**config.mk**
```make
export PLATFORM = sky130hd
export DESIGN_NAME = dpw_wiper_ctrl
export DESIGN_NICKNAME = d
export VERILOG_FILES = /design/src/dpw_pkg.sv /design/src/dpw_nv_timer.sv /design/src/dpw_tap_decode.sv /design/src/dpw_wiper_ctrl.sv
export SDC_FILE = /design/constraint.sdc
export NUM_CORES = 1
export LEC_CHECK = 0
export BUFFER_PORTS_ARGS = -buffer_cell sky130_fd_sc_hd__buf_2
export CORE_AREA = 8 8 397 399
export CTS_CLUSTER_DIAMETER = 200
export DETAILED_ROUTE_END_ITERATION = 6
export DIE_AREA = 0 0 405 407
export HOLD_SLACK_MARGIN = 0.15
export REMOVE_ABC_BUFFERS = 1
export SYNTH_ARGS = -nofsm -noshare
export SYNTH_HDL_FRONTEND = slang
export SYNTH_SLANG_ARGS = --single-unit
```
**constraint.sdc**
```tcl
create_clock -name ref_clk -period 2.48 [get_ports ref_clk]
set_input_delay 0.496 -clock ref_clk [delete_from_list [all_inputs] [get_ports ref_clk]]
set_output_delay 0.496 -clock ref_clk [all_outputs]
set_load 0.01 [all_outputs]
```
**src/dpw_pkg.sv**
```systemverilog
`default_nettype none
package dpw_pkg;

    // Array and register geometry
    localparam int DATA_W = 10;
    localparam int NUM_STORE = 4;
    localparam int SEL_W = 2;
    localparam int ADDR_W = 2;
    localparam int TAP_COUNT = 1024;
    localparam int BYTE_W = 8;
    localparam int WORD_W = 16;

    // Timing
    localparam int CLK_HZ = 10_000_000;
    localparam int NV_WRITE_TIME_MS = 10;
    // Longest time, so round down
    localparam int NV_WRITE_CYCLES = (CLK_HZ / 1000) * NV_WRITE_TIME_MS;

    // Bit counter limits
    localparam logic [3:0] CNT_ZERO = 4'h0;
    localparam logic [3:0] CNT_BYTE_LAST = 4'h7;
    localparam logic [3:0] CNT_WORD_LAST = 4'hf;

    // Identification byte fields
    localparam int ID_ADDR_HI = 2;
    localparam int ID_ADDR_LO = 1;
    localparam int ID_RW_BIT = 0;

    // Instruction byte fields
    localparam int INS_OP_HI = 7;
    localparam int INS_OP_LO = 5;
    localparam int INS_SEL_HI = 3;
    localparam int INS_SEL_LO = 2;

    // Commands as {read_not_write, opcode}
    localparam logic [3:0] OP_READ_WIPER = 4'hc;
    localparam logic [3:0] OP_WRITE_WIPER = 4'h5;
    localparam logic [3:0] OP_READ_STORE = 4'hd;
    localparam logic [3:0] OP_WRITE_STORE = 4'h6;
    localparam logic [3:0] OP_XFER_TO_WIPER = 4'he;
    localparam logic [3:0] OP_XFER_TO_STORE = 4'h7;
    localparam logic [3:0] OP_READ_STATUS = 4'ha;

    // Reset values
    localparam logic [DATA_W-1:0] WIPER_RESET = 10'h000;
    localparam logic [DATA_W-1:0] STORE_RESET_VALUE = 10'h000;

    typedef enum logic [6:0] {
        ST_IDLE   = 7'h01,
        ST_ID     = 7'h02,
        ST_INSTR  = 7'h04,
        ST_WDATA  = 7'h08,
        ST_RDATA  = 7'h10,
        ST_DONE   = 7'h20,
        ST_IGNORE = 7'h40
    } dpw_state_t;

    typedef struct packed {
        logic cs_n;
        logic sck;
        logic si;
        logic hold_n;
        logic wp_n;
        logic [ADDR_W-1:0] strap;
    } dpw_pins_t;

    localparam dpw_pins_t PINS_RESET = '0;

    typedef struct packed {
        logic valid;
        logic [SEL_W-1:0] sel;
        logic [DATA_W-1:0] data;
    } dpw_nv_req_t;

    // Low byte first, then the two top bits in the low end of the second byte
    function automatic logic [WORD_W-1:0] dpw_pack_word(input logic [DATA_W-1:0] value);
        dpw_pack_word = {value[7:0], 6'h00, value[9:8]};
    endfunction : dpw_pack_word

    function automatic logic [DATA_W-1:0] dpw_unpack_word(input logic [WORD_W-1:0] word);
        dpw_unpack_word = {word[1:0], word[15:8]};
    endfunction : dpw_unpack_word

    function automatic logic [WORD_W-1:0] dpw_pack_status(input logic busy);
        dpw_pack_status = {7'h00, busy, 8'h00};
    endfunction : dpw_pack_status

endpackage : dpw_pkg
`default_nettype wire

```
**src/dpw_nv_timer.sv**
```systemverilog
`timescale 1ns/1ps
`default_nettype none
module dpw_nv_timer
    import dpw_pkg::*;
#(
    parameter int CYCLES = NV_WRITE_CYCLES
) (
    // Clock and reset
    input wire logic ref_clk,
    input wire logic reset_n,
    // Control
    input wire logic start,
    output logic busy
);

    localparam int CNT_W = $clog2(CYCLES + 1);
    localparam logic [CNT_W-1:0] LOAD = CNT_W'(CYCLES);
    localparam logic [CNT_W-1:0] ONE = CNT_W'(1);

    if (CYCLES < 2) begin : g_bad_cycles
        $error("dpw_nv_timer needs at least two cycles");
    end

    logic [CNT_W-1:0] remain;
    logic [CNT_W-1:0] run_len;

    always_ff @(posedge ref_clk) begin
        if (!reset_n) begin
            remain <= '0;
            busy <= 1'b0;
        end else if (start) begin
            remain <= LOAD;
            busy <= 1'b1;
        end else if (remain > ONE) begin
            remain <= remain - ONE;
        end else begin
            remain <= '0;
            busy <= 1'b0;
        end
    end

    // Helper for the length check only
    always_ff @(posedge ref_clk) begin
        if (!reset_n || !busy) begin
            run_len <= '0;
        end else begin
            run_len <= run_len + ONE;
        end
    end

    chk_busy_start: assert property (@(posedge ref_clk) disable iff (!reset_n)
        start |=> busy ##1 busy)
        else $error("busy flag did not follow write start");

    chk_busy_length: assert property (@(posedge ref_clk) disable iff (!reset_n)
        $fell(busy) |-> ($past(run_len) == LOAD - ONE))
        else $error("write cycle length wrong");

endmodule : dpw_nv_timer
`default_nettype wire

```
**src/dpw_tap_decode.sv**
```systemverilog
`timescale 1ns/1ps
`default_nettype none
module dpw_tap_decode
    import dpw_pkg::*;
(
    // Clock and reset
    input wire logic ref_clk,
    input wire logic reset_n,
    // Wiper in, switch enables out
    input wire logic [DATA_W-1:0] wiper,
    output logic [TAP_COUNT-1:0] tap_select
);

    if (TAP_COUNT != (1 << DATA_W)) begin : g_bad_taps
        $error("tap count must match wiper width");
    end

    // Reset keeps tap zero on so the one-hot property holds throughout
    for (genvar i = 0; i < TAP_COUNT; i++) begin : g_tap
        always_ff @(posedge ref_clk) begin
            if (!reset_n) begin
                tap_select[i] <= (i == 0);
            end else begin
                tap_select[i] <= (wiper == DATA_W'(i));
            end
        end
    end

    chk_tap_onehot: assert property (@(posedge ref_clk) disable iff (!reset_n)
        $onehot(tap_select))
        else $error("more or fewer than one tap switch on");

    chk_tap_value: assert property (@(posedge ref_clk) disable iff (!reset_n)
        $stable(wiper) |=> tap_select[$past(wiper)])
        else $error("tap switch does not match wiper");

endmodule : dpw_tap_decode
`default_nettype wire

```
**src/dpw_wiper_ctrl.sv**
```systemverilog
`timescale 1ns/1ps
`default_nettype none
module dpw_wiper_ctrl
    import dpw_pkg::*;
#(
    parameter int NV_CYCLES = NV_WRITE_CYCLES,
    parameter logic [DATA_W-1:0] STORE_RESET = STORE_RESET_VALUE
) (
    // Clock and reset
    input wire logic ref_clk,
    input wire logic reset_n,
    // Serial bus pins
    input wire logic cs_n,
    input wire logic sck,
    input wire logic si_in,
    input wire logic hold_n,
    input wire logic wp_n,
    input wire logic [ADDR_W-1:0] strap_address,
    output logic so_out,
    output logic so_oe,
    // Potentiometer and power state
    output logic [TAP_COUNT-1:0] tap_select,
    output logic [DATA_W-1:0] wiper_position,
    output logic write_busy_flag,
    output logic standby
);

    if (NV_CYCLES < 2) begin : g_bad_cycles
        $error("write cycle count too small");
    end

    dpw_pins_t pins_raw;
    dpw_pins_t pins_meta;
    dpw_pins_t pins_sync;
    dpw_pins_t pins_prev;
    logic sck_rise;
    logic sck_fall;
    logic cs_active;
    logic cs_fall;
    logic cs_rise;
    logic step;
    logic armed;
    dpw_state_t state;
    logic [3:0] bit_cnt;
    logic [WORD_W-1:0] rx_shift;
    logic [WORD_W-1:0] tx_shift;
    logic [BYTE_W-1:0] next_byte;
    logic [WORD_W-1:0] next_word;
    logic rw_bit;
    logic [3:0] op_code;
    logic [3:0] op_now;
    logic [SEL_W-1:0] sel;
    logic [SEL_W-1:0] sel_now;
    logic [DATA_W-1:0] sel_data;
    logic ev_id_done;
    logic ev_instr_done;
    logic ev_word_done;
    logic addr_match;
    logic op_is_read;
    logic recall_pending;
    logic [DATA_W-1:0] store [NUM_STORE];
    dpw_nv_req_t pend;
    logic wp_low_seen;
    logic nv_start;
    logic out_started;

    // Every pin is asynchronous to ref_clk; the serial clock must be slow
    // enough that each level lasts several ref_clk periods.
    assign pins_raw = {cs_n, sck, si_in, hold_n, wp_n, strap_address};

    // Sync reset to zero so a select held low through reset is not taken
    // as a falling edge.
    always_ff @(posedge ref_clk) begin
        if (!reset_n) begin
            pins_meta <= PINS_RESET;
            pins_sync <= PINS_RESET;
            pins_prev <= PINS_RESET;
        end else begin
            pins_meta <= pins_raw;
            pins_sync <= pins_meta;
            pins_prev <= pins_sync;
        end
    end

    assign sck_rise = pins_sync.sck && !pins_prev.sck;
    assign sck_fall = !pins_sync.sck && pins_prev.sck;
    assign cs_active = !pins_sync.cs_n;
    assign cs_fall = !pins_sync.cs_n && pins_prev.cs_n;
    assign cs_rise = pins_sync.cs_n && !pins_prev.cs_n;
    assign step = cs_active && pins_sync.hold_n && sck_rise;

    assign next_byte = {rx_shift[BYTE_W-2:0], pins_sync.si};
    assign next_word = {rx_shift[WORD_W-2:0], pins_sync.si};
    assign op_now = {rw_bit, next_byte[INS_OP_HI:INS_OP_LO]};
    assign sel_now = next_byte[INS_SEL_HI:INS_SEL_LO];
    assign sel_data = store[sel_now];
    assign addr_match = (next_byte[ID_ADDR_HI:ID_ADDR_LO] == pins_sync.strap);
    assign ev_id_done = step && (state == ST_ID) && (bit_cnt == CNT_BYTE_LAST);
    assign ev_instr_done = step && (state == ST_INSTR) && (bit_cnt == CNT_BYTE_LAST);
    assign ev_word_done = step && (state == ST_WDATA) && (bit_cnt == CNT_WORD_LAST);
    assign op_is_read = (op_now == OP_READ_WIPER) || (op_now == OP_READ_STORE) || (op_now == OP_READ_STATUS);

    always_ff @(posedge ref_clk) begin
        if (!reset_n) begin
            armed <= 1'b0;
        end else if (cs_fall) begin
            armed <= 1'b1;
        end
    end

    // Sequence state
    always_ff @(posedge ref_clk) begin
        if (!reset_n) begin
            state <= ST_IDLE;
            bit_cnt <= CNT_ZERO;
            rx_shift <= '0;
            rw_bit <= 1'b0;
            op_code <= '0;
            sel <= '0;
        end else if (!cs_active) begin
            state <= ST_IDLE;
            bit_cnt <= CNT_ZERO;
        end else if (state == ST_IDLE) begin
            if (armed || cs_fall) begin
                state <= ST_ID;
            end
        end else if (step) begin
            rx_shift <= next_word;
            bit_cnt <= bit_cnt + 4'h1;
            case (state)
                ST_ID: begin
                    if (bit_cnt == CNT_BYTE_LAST) begin
                        bit_cnt <= CNT_ZERO;
                        rw_bit <= next_byte[ID_RW_BIT];
                        state <= addr_match ? ST_INSTR : ST_IGNORE;
                    end
                end
                ST_INSTR: begin
                    if (bit_cnt == CNT_BYTE_LAST) begin
                        bit_cnt <= CNT_ZERO;
                        op_code <= op_now;
                        sel <= sel_now;
                        case (op_now)
                            OP_READ_WIPER, OP_READ_STORE, OP_READ_STATUS: state <= ST_RDATA;
                            OP_WRITE_WIPER, OP_WRITE_STORE: state <= ST_WDATA;
                            OP_XFER_TO_WIPER, OP_XFER_TO_STORE: state <= ST_DONE;
                            default: state <= ST_IGNORE;
                        endcase
                    end
                end
                ST_WDATA, ST_RDATA: begin
                    if (bit_cnt == CNT_WORD_LAST) begin
                        state <= ST_DONE;
                    end
                end
                ST_DONE, ST_IGNORE: begin
                    bit_cnt <= bit_cnt;
                end
                default: state <= ST_IGNORE;
            endcase
        end
    end

    // Wiper register; volatile, so reset stands in for power-up
    always_ff @(posedge ref_clk) begin
        if (!reset_n) begin
            wiper_position <= WIPER_RESET;
            recall_pending <= 1'b1;
        end else if (recall_pending) begin
            wiper_position <= store[0];
            recall_pending <= 1'b0;
        end else if (ev_instr_done && (op_now == OP_XFER_TO_WIPER)) begin
            wiper_position <= sel_data;
        end else if (ev_word_done && (op_code == OP_WRITE_WIPER)) begin
            wiper_position <= dpw_unpack_word(next_word);
        end
    end

    // Pending stored-setting write, held until the select rises
    always_ff @(posedge ref_clk) begin
        if (!reset_n || cs_rise) begin
            pend <= '0;
        end else if (ev_instr_done && (op_now == OP_XFER_TO_STORE)) begin
            pend <= '{valid: 1'b1, sel: sel_now, data: wiper_position};
        end else if (ev_word_done && (op_code == OP_WRITE_STORE)) begin
            pend <= '{valid: 1'b1, sel: sel, data: dpw_unpack_word(next_word)};
        end
    end

    // Protect low at any point of the frame spoils its write
    always_ff @(posedge ref_clk) begin
        if (!reset_n) begin
            wp_low_seen <= 1'b0;
        end else if (cs_fall) begin
            wp_low_seen <= !pins_sync.wp_n;
        end else if (cs_active && !pins_sync.wp_n) begin
            wp_low_seen <= 1'b1;
        end
    end

    // A write that arrives while a cycle runs is dropped
    assign nv_start = cs_rise && pend.valid && pins_sync.wp_n && !wp_low_seen && !write_busy_flag;

    // Stored settings; reset loads a fixed image in place of retained contents
    always_ff @(posedge ref_clk) begin
        if (!reset_n) begin
            for (int i = 0; i < NUM_STORE; i++) begin
                store[i] <= STORE_RESET;
            end
        end else if (nv_start) begin
            store[pend.sel] <= pend.data;
        end
    end

    dpw_nv_timer #(
        .CYCLES(NV_CYCLES)
    ) u_nv_timer (
        .ref_clk(ref_clk),
        .reset_n(reset_n),
        .start(nv_start),
        .busy(write_busy_flag)
    );

    dpw_tap_decode u_tap_decode (
        .ref_clk(ref_clk),
        .reset_n(reset_n),
        .wiper(wiper_position),
        .tap_select(tap_select)
    );

    // Read data path
    always_ff @(posedge ref_clk) begin
        if (!reset_n) begin
            tx_shift <= '0;
            so_out <= 1'b0;
            out_started <= 1'b0;
        end else if (ev_instr_done && op_is_read) begin
            out_started <= 1'b0;
            case (op_now)
                OP_READ_WIPER: tx_shift <= dpw_pack_word(wiper_position);
                OP_READ_STORE: tx_shift <= dpw_pack_word(sel_data);
                OP_READ_STATUS: tx_shift <= dpw_pack_status(write_busy_flag);
                default: tx_shift <= '0;
            endcase
        end else if (state != ST_RDATA) begin
            out_started <= 1'b0;
        end else if (sck_fall && cs_active && pins_sync.hold_n) begin
            so_out <= tx_shift[WORD_W-1];
            tx_shift <= {tx_shift[WORD_W-2:0], 1'b0};
            out_started <= 1'b1;
        end
    end

    // Output tri-stated on hold as well, so a shared wire is free while paused
    always_ff @(posedge ref_clk) begin
        if (!reset_n) begin
            so_oe <= 1'b0;
        end else begin
            so_oe <= cs_active && pins_sync.hold_n && (state == ST_RDATA) && (out_started || sck_fall);
        end
    end

    always_ff @(posedge ref_clk) begin
        if (!reset_n) begin
            standby <= 1'b0;
        end else begin
            standby <= pins_sync.cs_n && !write_busy_flag;
        end
    end

    chk_so_falling: assert property (@(posedge ref_clk) disable iff (!reset_n)
        !sck_fall |=> $stable(so_out))
        else $error("serial output moved off a falling edge");

    chk_sample_rising: assert property (@(posedge ref_clk) disable iff (!reset_n)
        (!sck_rise && cs_active && state != ST_IDLE) |=> $stable(bit_cnt) && $stable(rx_shift))
        else $error("input shifted without a rising edge");

    chk_hold_freeze: assert property (@(posedge ref_clk) disable iff (!reset_n)
        (!pins_sync.hold_n && cs_active && state != ST_IDLE) |=> $stable(state) && $stable(bit_cnt))
        else $error("sequence moved while paused");

    chk_addr_mismatch: assert property (@(posedge ref_clk) disable iff (!reset_n)
        (ev_id_done && !addr_match) |=> (state == ST_IGNORE) [*2])
        else $error("mismatched address not ignored");

    chk_ignore_quiet: assert property (@(posedge ref_clk) disable iff (!reset_n)
        (state == ST_IGNORE) |=> !so_oe && $stable(wiper_position))
        else $error("ignored frame drove output or wiper");

    chk_deselect_idle: assert property (@(posedge ref_clk) disable iff (!reset_n)
        pins_sync.cs_n |=> !so_oe && (state == ST_IDLE))
        else $error("deselected device still active");

    chk_select_start: assert property (@(posedge ref_clk) disable iff (!reset_n)
        cs_fall |=> (state == ST_ID) || pins_sync.cs_n)
        else $error("select did not start a sequence");

    chk_unarmed_idle: assert property (@(posedge ref_clk) disable iff (!reset_n)
        (!armed && !cs_fall) |=> (state == ST_IDLE))
        else $error("traffic accepted before first select edge");

    chk_protect_block: assert property (@(posedge ref_clk) disable iff (!reset_n)
        nv_start |-> $past(pins_sync.wp_n) && pins_sync.wp_n)
        else $error("write started while protected");

    chk_output_read_only: assert property (@(posedge ref_clk) disable iff (!reset_n)
        so_oe |-> $past(state == ST_RDATA))
        else $error("output driven outside read data");

    chk_xfer_wiper: assert property (@(posedge ref_clk) disable iff (!reset_n)
        (ev_instr_done && op_now == OP_XFER_TO_WIPER && !recall_pending) |=> wiper_position == $past(sel_data))
        else $error("transfer to wiper lost");

    chk_power_recall: assert property (@(posedge ref_clk) disable iff (!reset_n)
        $rose(reset_n) |=> (wiper_position == $past(store[0])))
        else $error("power-up recall missing");

    chk_save_on_rise: assert property (@(posedge ref_clk) disable iff (!reset_n)
        nv_start |-> cs_rise ##1 write_busy_flag)
        else $error("save started off the select rise");

endmodule : dpw_wiper_ctrl
`default_nettype wire

```
==> impl_metrics.py, run 1 <==
metrics = {
    "clock_tree": {
        "htree_levels": 3,
        "clock_path_buffers": 3,
        "clock_latency_ps": 760,
        "root_buffer": "clkbuf_16",
        "cts_made_buffers": 114,
        "cts_tree": "yes",
        "post-cts-setup-buffers": 0,
        "cts.clk_slew.worst_paths_ps": 70,
        "cts.sinks": 1179,
    },
    "synth": {
        "synthDistinctLibCells": 61,
        "synth_ff_type": "dfxtp_1",
        "syn_area_um2": 32900,
        "netlist_instances": 3183,
        "synth-edff-count": 40,
        "synth.most_common_cell": "dfxtp_1",
        "ys_top_cells_by_count": "dfxtp_1 (1139), nor2_1 (1127), nand2_1 (293), clkbuf_1 (175), and2_1 (47)",
        "ys_async_sr_fraction": 0,
        "synth.top_cell.area_share": 0.693,
        "synth_largest_area_cell": "dfxtp_1",
        "synthTopCellsByArea": "dfxtp_1 (69%), nor2_1 (13%), edfxtp_1 (3.7%)",
        "yosysSeqAreaShare": 0.730,
        "avgSynthCellArea_um2": 10.3,
        "synth_warnings": 0,
        "ys_ff_latch": 1179,
    },
    "final_layout": {
        "final-seq-area_um2": 24000,
        "nFillCells": 15700,
        "drive_gt1_frac": 0.326,
        "multi_input_area_um2": 8240,
        "syn_to_final_growth_pct": 38.6,
        "num-nets-final": 4305,
    },
    "critical_path": {
        "worstPathRequired_ps": 3120,
        "regToRegSetupSlack_ps": 160,
        "cp-end-kind": "flop",
        "cp_max_fo": 7,
        "path_class": "reg -> reg",
        "timing.rr.start": "wiper_position[6]$_SDFFE_PN0P_",
        "reg2reg_depth": 5,
        "cp_data_arrival_time_ps": 2960,
        "rr_endpoint": "u_tap_decode.tap_select[346]$_SDFF_PN0_",
        "startpoint_type": "flop",
    },
    "sta": {
        "setup_violations": 0,
        "worstMarginPinSlew_ps": 793,
        "hold_violations": 0,
        "fin_crit_sh": 0.936,
        "fin_worst_skew_ps": 82.9,
        "slew_headroom": 0.470,
        "max_freq_mhz": 431,
        "finalMaxSlewViolations": 0,
        "tns_ps": 0,
        "rsz0062_at_grt": "no",
        "fin_crit_ps": 2320,
    },
    "global_routing": {
        "grt_pass1_wl_um": 203000,
        "grt_max_degree": 69,
        "antenna_found_initial": 12,
        "grt_pass1_vias": 26300,
        "grtUsageTotal": 0.173,
        "grt_overflow": 0,
    },
    "floorplanning": {
        "rows": 143,
        "fp.coreArea_um2": 151000,
        "die_width_um": 405,
        "die_h_um": 407,
        "ios": 1047,
        "initial_core_util": 0.218,
        "dieArea_um2": 165000,
    },
    "hold_path": {
        "min_from": "reset_n",
        "min_path_type": "in -> reg",
        "min_to": "wiper_position[3]$_SDFFE_PN0P_",
        "whs_path_depth": 4,
    },
    "power": {
        "p_per_area_nw_per_um2": 840,
        "totalPowerFinal_mw": 38.3,
        "p_leak_nw": 20.1,
        "ir_drop_uv": 598,
    },
    "placed_design": {
        "port_buffers": 1046,
        "dp_hpwl_um": 115000,
        "gp_congestion": 0.850,
    },
    "drt": {
        "route.vias.total": 26700,
        "ant_nets": 0,
        "drt_wl_total_um": 152000,
        "first_iter_violations": 1850,
        "wire_per_inst_um": 23.7,
        "via_per_inst": 4.15,
        "first_pass_iters": 5,
        "route.detailed.drc": 0,
    },
    "outcome": {
        "status": "finished clean",
    },
    "run": {
        "drv_cap": 0,
    },
}
## per-layer routing
layer	wire length [um]	global-route usage	vias to the layer above
met2	72700	0.292	1253
met4	6530	0.0728	10
met5	58	0	-
met1	58200	0.201	12900
met3	14600	0.0578	252
li1	-	-	12200
## through the flow
stage                     hold slack [ps]  area [um^2]  utilization  instances  worst slack [ps]
after floorplan                       412        32100            -       2984             -3200
after CTS                             174        45600        0.301       6421               187
after global placement                417        41500        0.275       6200               225
after global routing                  259        45600        0.301       6421              18.3
after detailed placement              420        41500        0.275       6200               198
final                                 274        45600        0.302       6423               159
## power by group
part / total (mW) / switching, mW / internal [mW]
Combinational: 1.02 / 0.756 / 0.265
Sequential: 19.2 / 0.0537 / 19.1
Clock: 18.1 / 7.91 / 10.2
Total: 38.3 / 8.72 / 29.6
## cell families after synthesis
| logic type | share of synthesized area |
|---|---|
| simple gates | 0.200 |
| flops | 0.730 |
| buf+inv | 0.0257 |
| compound gates | 0.0259 |
| mux | 0.0117 |
| xor+xnor | 0.00559 |
| fa+ha+maj | 0.00114 |
## area by class of cell
class | count | share of cell area
inverters | 21 | 0.00173
multi-input cells | 1784 | 0.181
clock inverters | 50 | 0.0150
diodes | 2 | 0.000110
flip-flops and latches | 1179 | 0.527
clock buffers | 164 | 0.0722
well taps | 2030 | 0.0557
repair buffers | 1193 | 0.148
## flip-flops by register name (all words and copies together), names as in the netlist, named ones only
register and flops:
recall_pending 1, next_byte 1, u_nv_timer.busy 1, out_started 1
pins_meta 7, so_out 1, bit_cnt 4, state 7
op_code 4, store 40, pend 13, so_oe 1
sel 2, tx_shift 16, armed 1, rx_shift 15
wp_low_seen 1, u_tap_decode.tap_select 1024, rw_bit 1, wiper_position 10
standby 1, pins_prev 2, u_nv_timer.remain 17, pins_sync 6
## cells in the final DEF (no fill, tap or decap), types with 5 or more instances in the layout
cell type / count
dfxtp_1: 1139
nor2_1: 1109
buf_2: 1046
nand2_1: 293
clkbuf_16: 115
buf_4: 109
and2_1: 47
edfxtp_1: 40
nor3_1: 34
buf_12: 31
clkbuf_1: 26
o21ai_0: 23
a21oi_1: 23
clkbuf_8: 23
nand3_1: 22
inv_1: 20
clkinv_2: 18
and3_1: 17
nand2b_1: 16
mux2i_1: 16
nor3_2: 13
o21a_1: 12
nor2_4: 11
xor2_1: 11
xnor2_1: 10
mux4_2: 10
a221oi_1: 10
a22oi_1: 9
o221ai_1: 8
bufinv_16: 8
nor2_2: 7
dlygate4sd3_1: 7
nor4_1: 6
nand3b_1: 6
a2111oi_2: 6
clkinv_16: 6
nor3b_1: 5
a2111oi_0: 5
clkinv_4: 5
## worst max-delay path: stages (launching register included)
cell,delay (ps)
dfxtp_1,480
nand2b_1,250
nor2_2,570
buf_4,270
nand2_1,390
nor2_1,230
## how the worst max path moves through the flow
stage	startpoint	to	slack, ps	cells past startpoint
after CTS	wiper_position[6]$_SDFFE_PN0P_	u_tap_decode.tap_select[346]$_SDFF_PN0_	190	5
final	wiper_position[6]$_SDFFE_PN0P_	u_tap_decode.tap_select[346]$_SDFF_PN0_	160	5
after global routing	state[6]$_SDFFE_PP0P_	pend[1]$_SDFFE_PP0P_	20	6
after detailed placement	wiper_position[7]$_SDFFE_PN0P_	u_tap_decode.tap_select[740]$_SDFF_PN0_	200	5
after floorplan	reset_n	u_tap_decode.tap_select[585]$_SDFF_PN0_	-3200	2
after global placement	wiper_position[4]$_SDFFE_PN0P_	u_tap_decode.tap_select[754]$_SDFF_PN0_	220	6
## timing repair
| item | CTS | global route |
|---|---|---|
| hold buffers | 7 | 0 |
| hold endpoints to repair | 7 | 0 |
| gates resized for setup | 0 | 0 |
No activity file was read; power rests on OpenSTA's default activity.
==> inputs of run 2 (changes only) <==
==> constraint.sdc (replaced) <==
create_clock -name ref_clk -period 2.4 [get_ports ref_clk]
set_input_delay 0.48 -clock ref_clk [delete_from_list [all_inputs] [get_ports ref_clk]]
set_output_delay 0.48 -clock ref_clk [all_outputs]
set_load 0.01 [all_outputs]
==> run 2 against run 1 <==
  * Sequential share of layout area decreased by 0.17 points
  * Setup slack got worse by 29 ps
  * Combinational power increased by 4%
  * Worst hold slack improved by 140 ps
  * Cell count increased by 0.19%
  * Fmax increased by 2.2%
  * Sequential power increased by 3%
  * Clock skew decreased by 9.3 ps
  * Largest cell class unchanged
==> impl_metrics.py, run 2 (synthesized netlist as in run 1, its figures left out) <==
metrics = {
    "global_routing": {
        "grtUsageTotal": 0.172,
        "grt_pass1_vias": 26000,
        "grt_max_degree": 65,
        "grt_pass1_wl_um": 204000,
        "grt_overflow": 0,
        "antenna_found_initial": 11,
    },
    "critical_path": {
        "critical_path.max_stage_delay_ps": 540,
        "cp_data_arrival_time_ps": 2850,
        "regToRegSetupSlack_ps": 130,
        "cp_max_fo": 11,
        "cp-end-kind": "flop",
        "cpMaxStageDelayCell": "or4_4",
        "timing.rr.start": "u_nv_timer.remain[12]$_SDFF_PP0_",
        "worstPathRequired_ps": 2980,
        "crit_cells": 5,
        "critical_path.cell_chain": "or4_4 -> or4_4 -> o31ai_4 -> nand2b_1 -> nor2_1",
        "worstSetupStartpoint": "u_nv_timer.remain[12]$_SDFF_PP0_",
        "reg2reg_depth": 5,
        "path_class": "reg -> reg",
        "crit_path_frequent_cell": "or4_4",
        "crit_path_end": "u_nv_timer.remain[6]$_SDFF_PP0_",
        "startpoint_type": "flop",
        "rr_endpoint": "u_nv_timer.remain[6]$_SDFF_PP0_",
        "crit_family": "simple AND/OR/NAND/NOR gates",
        "path_buf_inv": 0,
    },
    "run": {
        "drv_cap": 0,
    },
    "sta": {
        "max_freq_mhz": 440,
        "finalMaxSlewViolations": 0,
        "fin_ws_ps": 130,
        "slew_headroom": 0.563,
        "fin_crit_ps": 2270,
        "hold_slack_ps": 414,
        "hold_violations": 0,
        "fin_crit_sh": 0.946,
        "worstMarginPinSlew_ps": 654,
        "rsz0062_at_grt": "no",
        "setup_violations": 0,
        "fin_worst_skew_ps": 73.7,
    },
    "drt": {
        "wire_per_inst_um": 23.5,
        "route.detailed.drc": 0,
        "via_per_inst": 4.15,
        "first_iter_violations": 1969,
        "first_pass_iters": 6,
        "ant_nets": 0,
        "drt_wl_total_um": 151000,
        "route.vias.total": 26700,
    },
    "final_layout": {
        "drive_gt1_frac": 0.327,
        "biggestRegsByFlops": "u_tap_decode.tap_select (1024), store (40), u_nv_timer.remain (17)",
        "num-nets-final": 4317,
        "postLayoutCoreUtil": 0.302,
        "nFillCells": 15600,
        "final_area_um2": 45700,
        "syn_to_final_growth_pct": 39.0,
        "largest-register": "u_tap_decode.tap_select",
        "final_common_cell": "dfxtp_1",
        "most-common-layout-cells": "dfxtp_1 (1139), nor2_1 (1109), buf_2 (1046)",
        "largest_reg_flops": 1024,
    },
    "clock_tree": {
        "clock_latency_ps": 760,
        "cts_tree": "yes",
        "cts_made_buffers": 118,
        "root_buffer": "clkbuf_16",
        "cts.clk_slew.worst_paths_ps": 60,
        "htree_levels": 3,
        "cts.sinks": 1179,
        "clock_path_buffers": 3,
    },
    "floorplanning": {
        "fp.coreArea_um2": 151000,
        "ios": 1047,
        "die_h_um": 407,
        "initial_core_util": 0.218,
        "rows": 143,
        "dieArea_um2": 165000,
        "die_width_um": 405,
    },
    "hold_path": {
        "min_from": "tx_shift[4]$_SDFFE_PN0P_",
        "min_path_type": "reg -> reg",
    },
    "placed_design": {
        "placed_area_um2": 41600,
        "gp_congestion": 0.874,
        "port_buffers": 1046,
        "post-place-ws_ps": 165,
        "dp_hpwl_um": 114000,
    },
    "outcome": {
        "status": "finished clean",
    },
    "power": {
        "totalPowerFinal_mw": 39.8,
        "p_leak_nw": 20.2,
        "ir_drop_uv": 604,
        "p_per_area_nw_per_um2": 870,
    },
}
==> run 2: cell types whose count changed in the layout (fill, tap and decap cells not counted), moves of 4 or more <==
cell,change
clkbuf_16,+4
clkbuf_8,+4
buf_4,+6
clkinv_2,-4
==> run 2: what timing repair did <==
action | 4_1_cts | 5_1_grt
hold buffers | 8 | 0
endpoints found under the hold margin | 11 | 0
setup buffers | 0 | 0
resized for setup | 0 | 0
==> run 2: how the worst min path moves through the flow <==
| stage | to | slack, ps | cells past startpoint |
|---|---|---|---|
| after floorplan | next_byte[0]$_SDFF_PN0_ | 410 | 1 |
| after global placement | pins_sync[0]$_SDFF_PN0_ | 420 | 1 |
| after detailed placement | next_byte[0]$_SDFF_PN0_ | 420 | 1 |
| after CTS | pins_meta[5]$_SDFF_PN0_ | 370 | 3 |
| after global routing | pins_meta[5]$_SDFF_PN0_ | 420 | 3 |
| final | tx_shift[5]$_SDFFE_PN0P_ | 410 | 2 |
==> run 2: cell type report <==
type,instances,area [um^2],area share
well taps,2030,2540,0.0555
repair buffers,1201,6820,0.149
inverters,21,78.8,0.00172
flip-flops and latches,1179,24000,0.525
multi-input cells,1784,8240,0.180
diodes,3,7.51,0.000164
clock buffers,173,3450,0.0755
clock inverters,44,596,0.0130
==> run 2: per-stage QoR <==
stage	cells	TNS (ps)
final	6435	0
after global routing	6432	0
after CTS	6432	0
after detailed placement	6207	0
after global placement	6207	0
after floorplan	2984	-3166270
==> run 2: where the power goes <==
group          total [mW]  internal [mW]  switching (mW)
Sequential           19.8           19.7          0.0585
Combinational        1.06          0.281           0.775
Clock                18.9           10.8            8.11
Total                39.8           30.8            8.94
==> run 2: per-layer routing <==
layer	vias up	share of wire	track usage
met5	-	0	0
met4	0	0.034	0.0570
met3	205	0.081	0.0456
met2	1175	0.49	0.297
met1	13100	0.40	0.208
li1	12200	-	-
==> run 2: worst reg2reg max path, stage by stage (launching register included) <==
cell	delay, ps
dfxtp_1	340
or4_4	540
or4_4	460
o31ai_4	240
nand2b_1	400
nor2_1	110
==> inputs of run 3 (changes only) <==
--- a/config.mk
+++ b/config.mk
@@ -5,11 +5,12 @@
 export SDC_FILE = /design/constraint.sdc
 export NUM_CORES = 1
 export LEC_CHECK = 0
+export ABC_AREA = 1
 export BUFFER_PORTS_ARGS = -buffer_cell sky130_fd_sc_hd__buf_2
-export CORE_AREA = 8 8 397 399
+export CORE_AREA = 8 8 399 401
 export CTS_CLUSTER_DIAMETER = 200
 export DETAILED_ROUTE_END_ITERATION = 6
-export DIE_AREA = 0 0 405 407
+export DIE_AREA = 0 0 407 409
 export HOLD_SLACK_MARGIN = 0.15
 export REMOVE_ABC_BUFFERS = 1
 export SYNTH_ARGS = -nofsm -noshare
==> run 3 against run 2 <==
  * Register-to-register slack barely moved
  * Non-clock buffer count fell by 34
  * Setup slack improved by 15 ps
  * Sequential share of layout area fell by 0.38 points
  * Cell count rose by 4.4%
  * Largest cell class unchanged
  * Highest routed layer is now met5
==> impl_metrics.py, run 3 <==
metrics = {
    "final_layout": {
        "largest_reg_flops": 1024,
        "most-common-layout-cells": "nor2_1 (1191), dfxtp_1 (1139), buf_2 (1046)",
        "drive_gt1_frac": 0.308,
        "nFillCells": 16000,
        "postLayoutCoreUtil": 0.301,
        "final_common_cell": "nor2_1",
        "biggestRegsByFlops": "u_tap_decode.tap_select (1024), store (40), u_nv_timer.remain (17)",
        "final-seq-area_um2": 24000,
        "largest-register": "u_tap_decode.tap_select",
        "num-nets-final": 4575,
        "finalNonFillerCells": 6715,
        "multi_input_area_um2": 8160,
        "syn_to_final_growth_pct": 38.8,
    },
    "clock_tree": {
        "cts.sinks": 1179,
        "cts_tree": "yes",
        "cts.clk_slew.worst_paths_ps": 70,
        "htree_levels": 3,
        "root_buffer": "clkbuf_16",
        "post-cts-setup-buffers": 0,
        "cts_made_buffers": 119,
        "clock_latency_ps": 780,
        "clock_path_buffers": 3,
    },
    "placed_design": {
        "gp_congestion": 0.873,
        "place_inst": 6479,
        "dp_hpwl_um": 118000,
        "port_buffers": 1046,
    },
    "run": {
        "drv_cap": 0,
    },
    "drt": {
        "route.detailed.drc": 0,
        "via_per_inst": 4.13,
        "drt_wl_total_um": 158000,
        "first_iter_violations": 2369,
        "ant_nets": 0,
        "wire_per_inst_um": 23.5,
        "route.vias.total": 27700,
        "first_pass_iters": 6,
    },
    "hold_path": {
        "whs_path_depth": 5,
        "min_path_type": "in -> reg",
    },
    "synth": {
        "netlist_instances": 3452,
        "synthTopCellsByArea": "dfxtp_1 (69%), nor2_1 (14%), nand2_1 (5.3%)",
        "synth_ff_type": "dfxtp_1",
        "yosysSeqAreaShare": 0.723,
        "synthDistinctLibCells": 40,
        "ys_ff_latch": 1179,
        "synth_largest_area_cell": "dfxtp_1",
        "synth_warnings": 0,
        "synth.top_cell.area_share": 0.687,
        "ys_async_sr_fraction": 0,
        "synth.most_common_cell": "nor2_1",
        "synth-edff-count": 40,
        "avgSynthCellArea_um2": 9.61,
        "syn_area_um2": 33200,
        "ys_top_cells_by_count": "nor2_1 (1223), dfxtp_1 (1139), nand2_1 (468), inv_1 (125), clkbuf_1 (104)",
    },
    "sta": {
        "setup_violations": 0,
        "rsz0062_at_grt": "no",
        "hold_violations": 0,
        "worstMarginPinSlew_ps": 1210,
        "fin_crit_sh": 0.940,
        "fin_crit_ps": 2260,
        "max_freq_mhz": 443,
        "slew_headroom": 0.183,
        "fin_worst_skew_ps": 88.6,
        "finalMaxSlewViolations": 0,
    },
    "global_routing": {
        "grt_overflow": 0,
        "grtUsageTotal": 0.179,
        "grt_pass1_vias": 27100,
        "grt_max_degree": 98,
        "antenna_found_initial": 12,
        "grt_pass1_wl_um": 212000,
    },
    "floorplanning": {
        "rows": 144,
        "die_width_um": 407,
        "ios": 1047,
        "dieArea_um2": 166000,
        "fp.coreArea_um2": 153000,
        "die_h_um": 409,
        "initial_core_util": 0.217,
    },
    "critical_path": {
        "worstPathRequired_ps": 2970,
        "startpoint_type": "flop",
        "cp_data_arrival_time_ps": 2830,
        "reg2reg_depth": 4,
        "path_class": "reg -> reg",
        "cp_max_fo": 7,
        "cp-end-kind": "flop",
    },
    "outcome": {
        "status": "finished clean",
    },
    "power": {
        "p_per_area_nw_per_um2": 903,
        "p_leak_nw": 20.9,
        "ir_drop_uv": 624,
    },
}
[run 3: changes by cell type after synthesis, sizes merged, moves of 17 or more]
cell	previous run	this run
nor3	47	7
inv	21	135
a21oi	23	53
clkbuf	176	104
o21ai	24	74
nor2	1127	1234
and2	47	1
buf	23	73
and3	17	0
nand3	23	67
nand2	293	477
[run 3: timing repair]
item / in CTS / in global routing
hold buffers: 7 / 0
endpoints found under the hold margin: 7 / 0
resized for setup: 0 / 0
[run 3: per-stage QoR]
step	area, um^2	setup slack (ps)	setup TNS [ps]	power (mW)	hold slack [ps]
6_report	46100	144	0	41.6	269
5_1_grt	46100	83.8	0	43.0	284
4_1_cts	46100	94.0	0	42.0	171
3_5_place_dp	41700	140	0	22.1	409
3_3_place_gp	41700	160	0	22.1	404
2_1_floorplan	32400	-3320	-3390580	21.3	390
[run 3: where the power goes]
part           internal, mW  switching, mW  total [mW]
clock network          11.5           8.47        20.0
logic                 0.479           1.22        1.70
registers              19.8          0.126        20.0
total                  31.8           9.82        41.6
[run 3: kinds of logic (layout without fill, tap and decap cells)]
logic type	Yosys count	after routing	share of synthesized area
adders and majority gates	3	3	0.00113
DFF	1179	1179	0.723
buffers and inverters	315	1528	0.0387
xor gates and xnor gates	13	13	0.00343
AOI/OAI and AO/OA	142	142	0.0225
and+or+nand+nor	1800	1800	0.211
other	0	6	0
[run 3: cell type report]
class,count,share of cell area
sequential,1179,0.521
multi-input combinational,1958,0.177
timing repair buffer,1167,0.142
clock buffer,164,0.0749
tap,2044,0.0555
clock inverter,59,0.0183
inverter,138,0.0112
antenna,6,0.000326
[run 3: final timing paths]
check,startpoint,slack [ps],end
max,wiper_position[6]$_SDFFE_PN0P_,140,u_tap_decode.tap_select[248]$_SDFF_PN0_
min,reset_n,270,pend[12]$_SDFFE_PP0P_
max reg2reg,wiper_position[6]$_SDFFE_PN0P_,140,u_tap_decode.tap_select[248]$_SDFF_PN0_
min reg2reg,pins_meta[2]$_SDFF_PN0_,340,pins_sync[2]$_SDFF_PN0_
[run 3: critical path: stages (launching register included)]
cell	delay (ps)
dfxtp_1	440
nand2_1	290
nor2_4	480
nand2_1	380
nor2_1	470
[run 3: layer usage]
metal	up-vias	routed length, um	track usage
li1	12800	-	-
met1	13400	63400	0.220
met2	1308	74800	0.299
met3	226	14100	0.0482
met4	2	5650	0.0612
met5	-	8	0
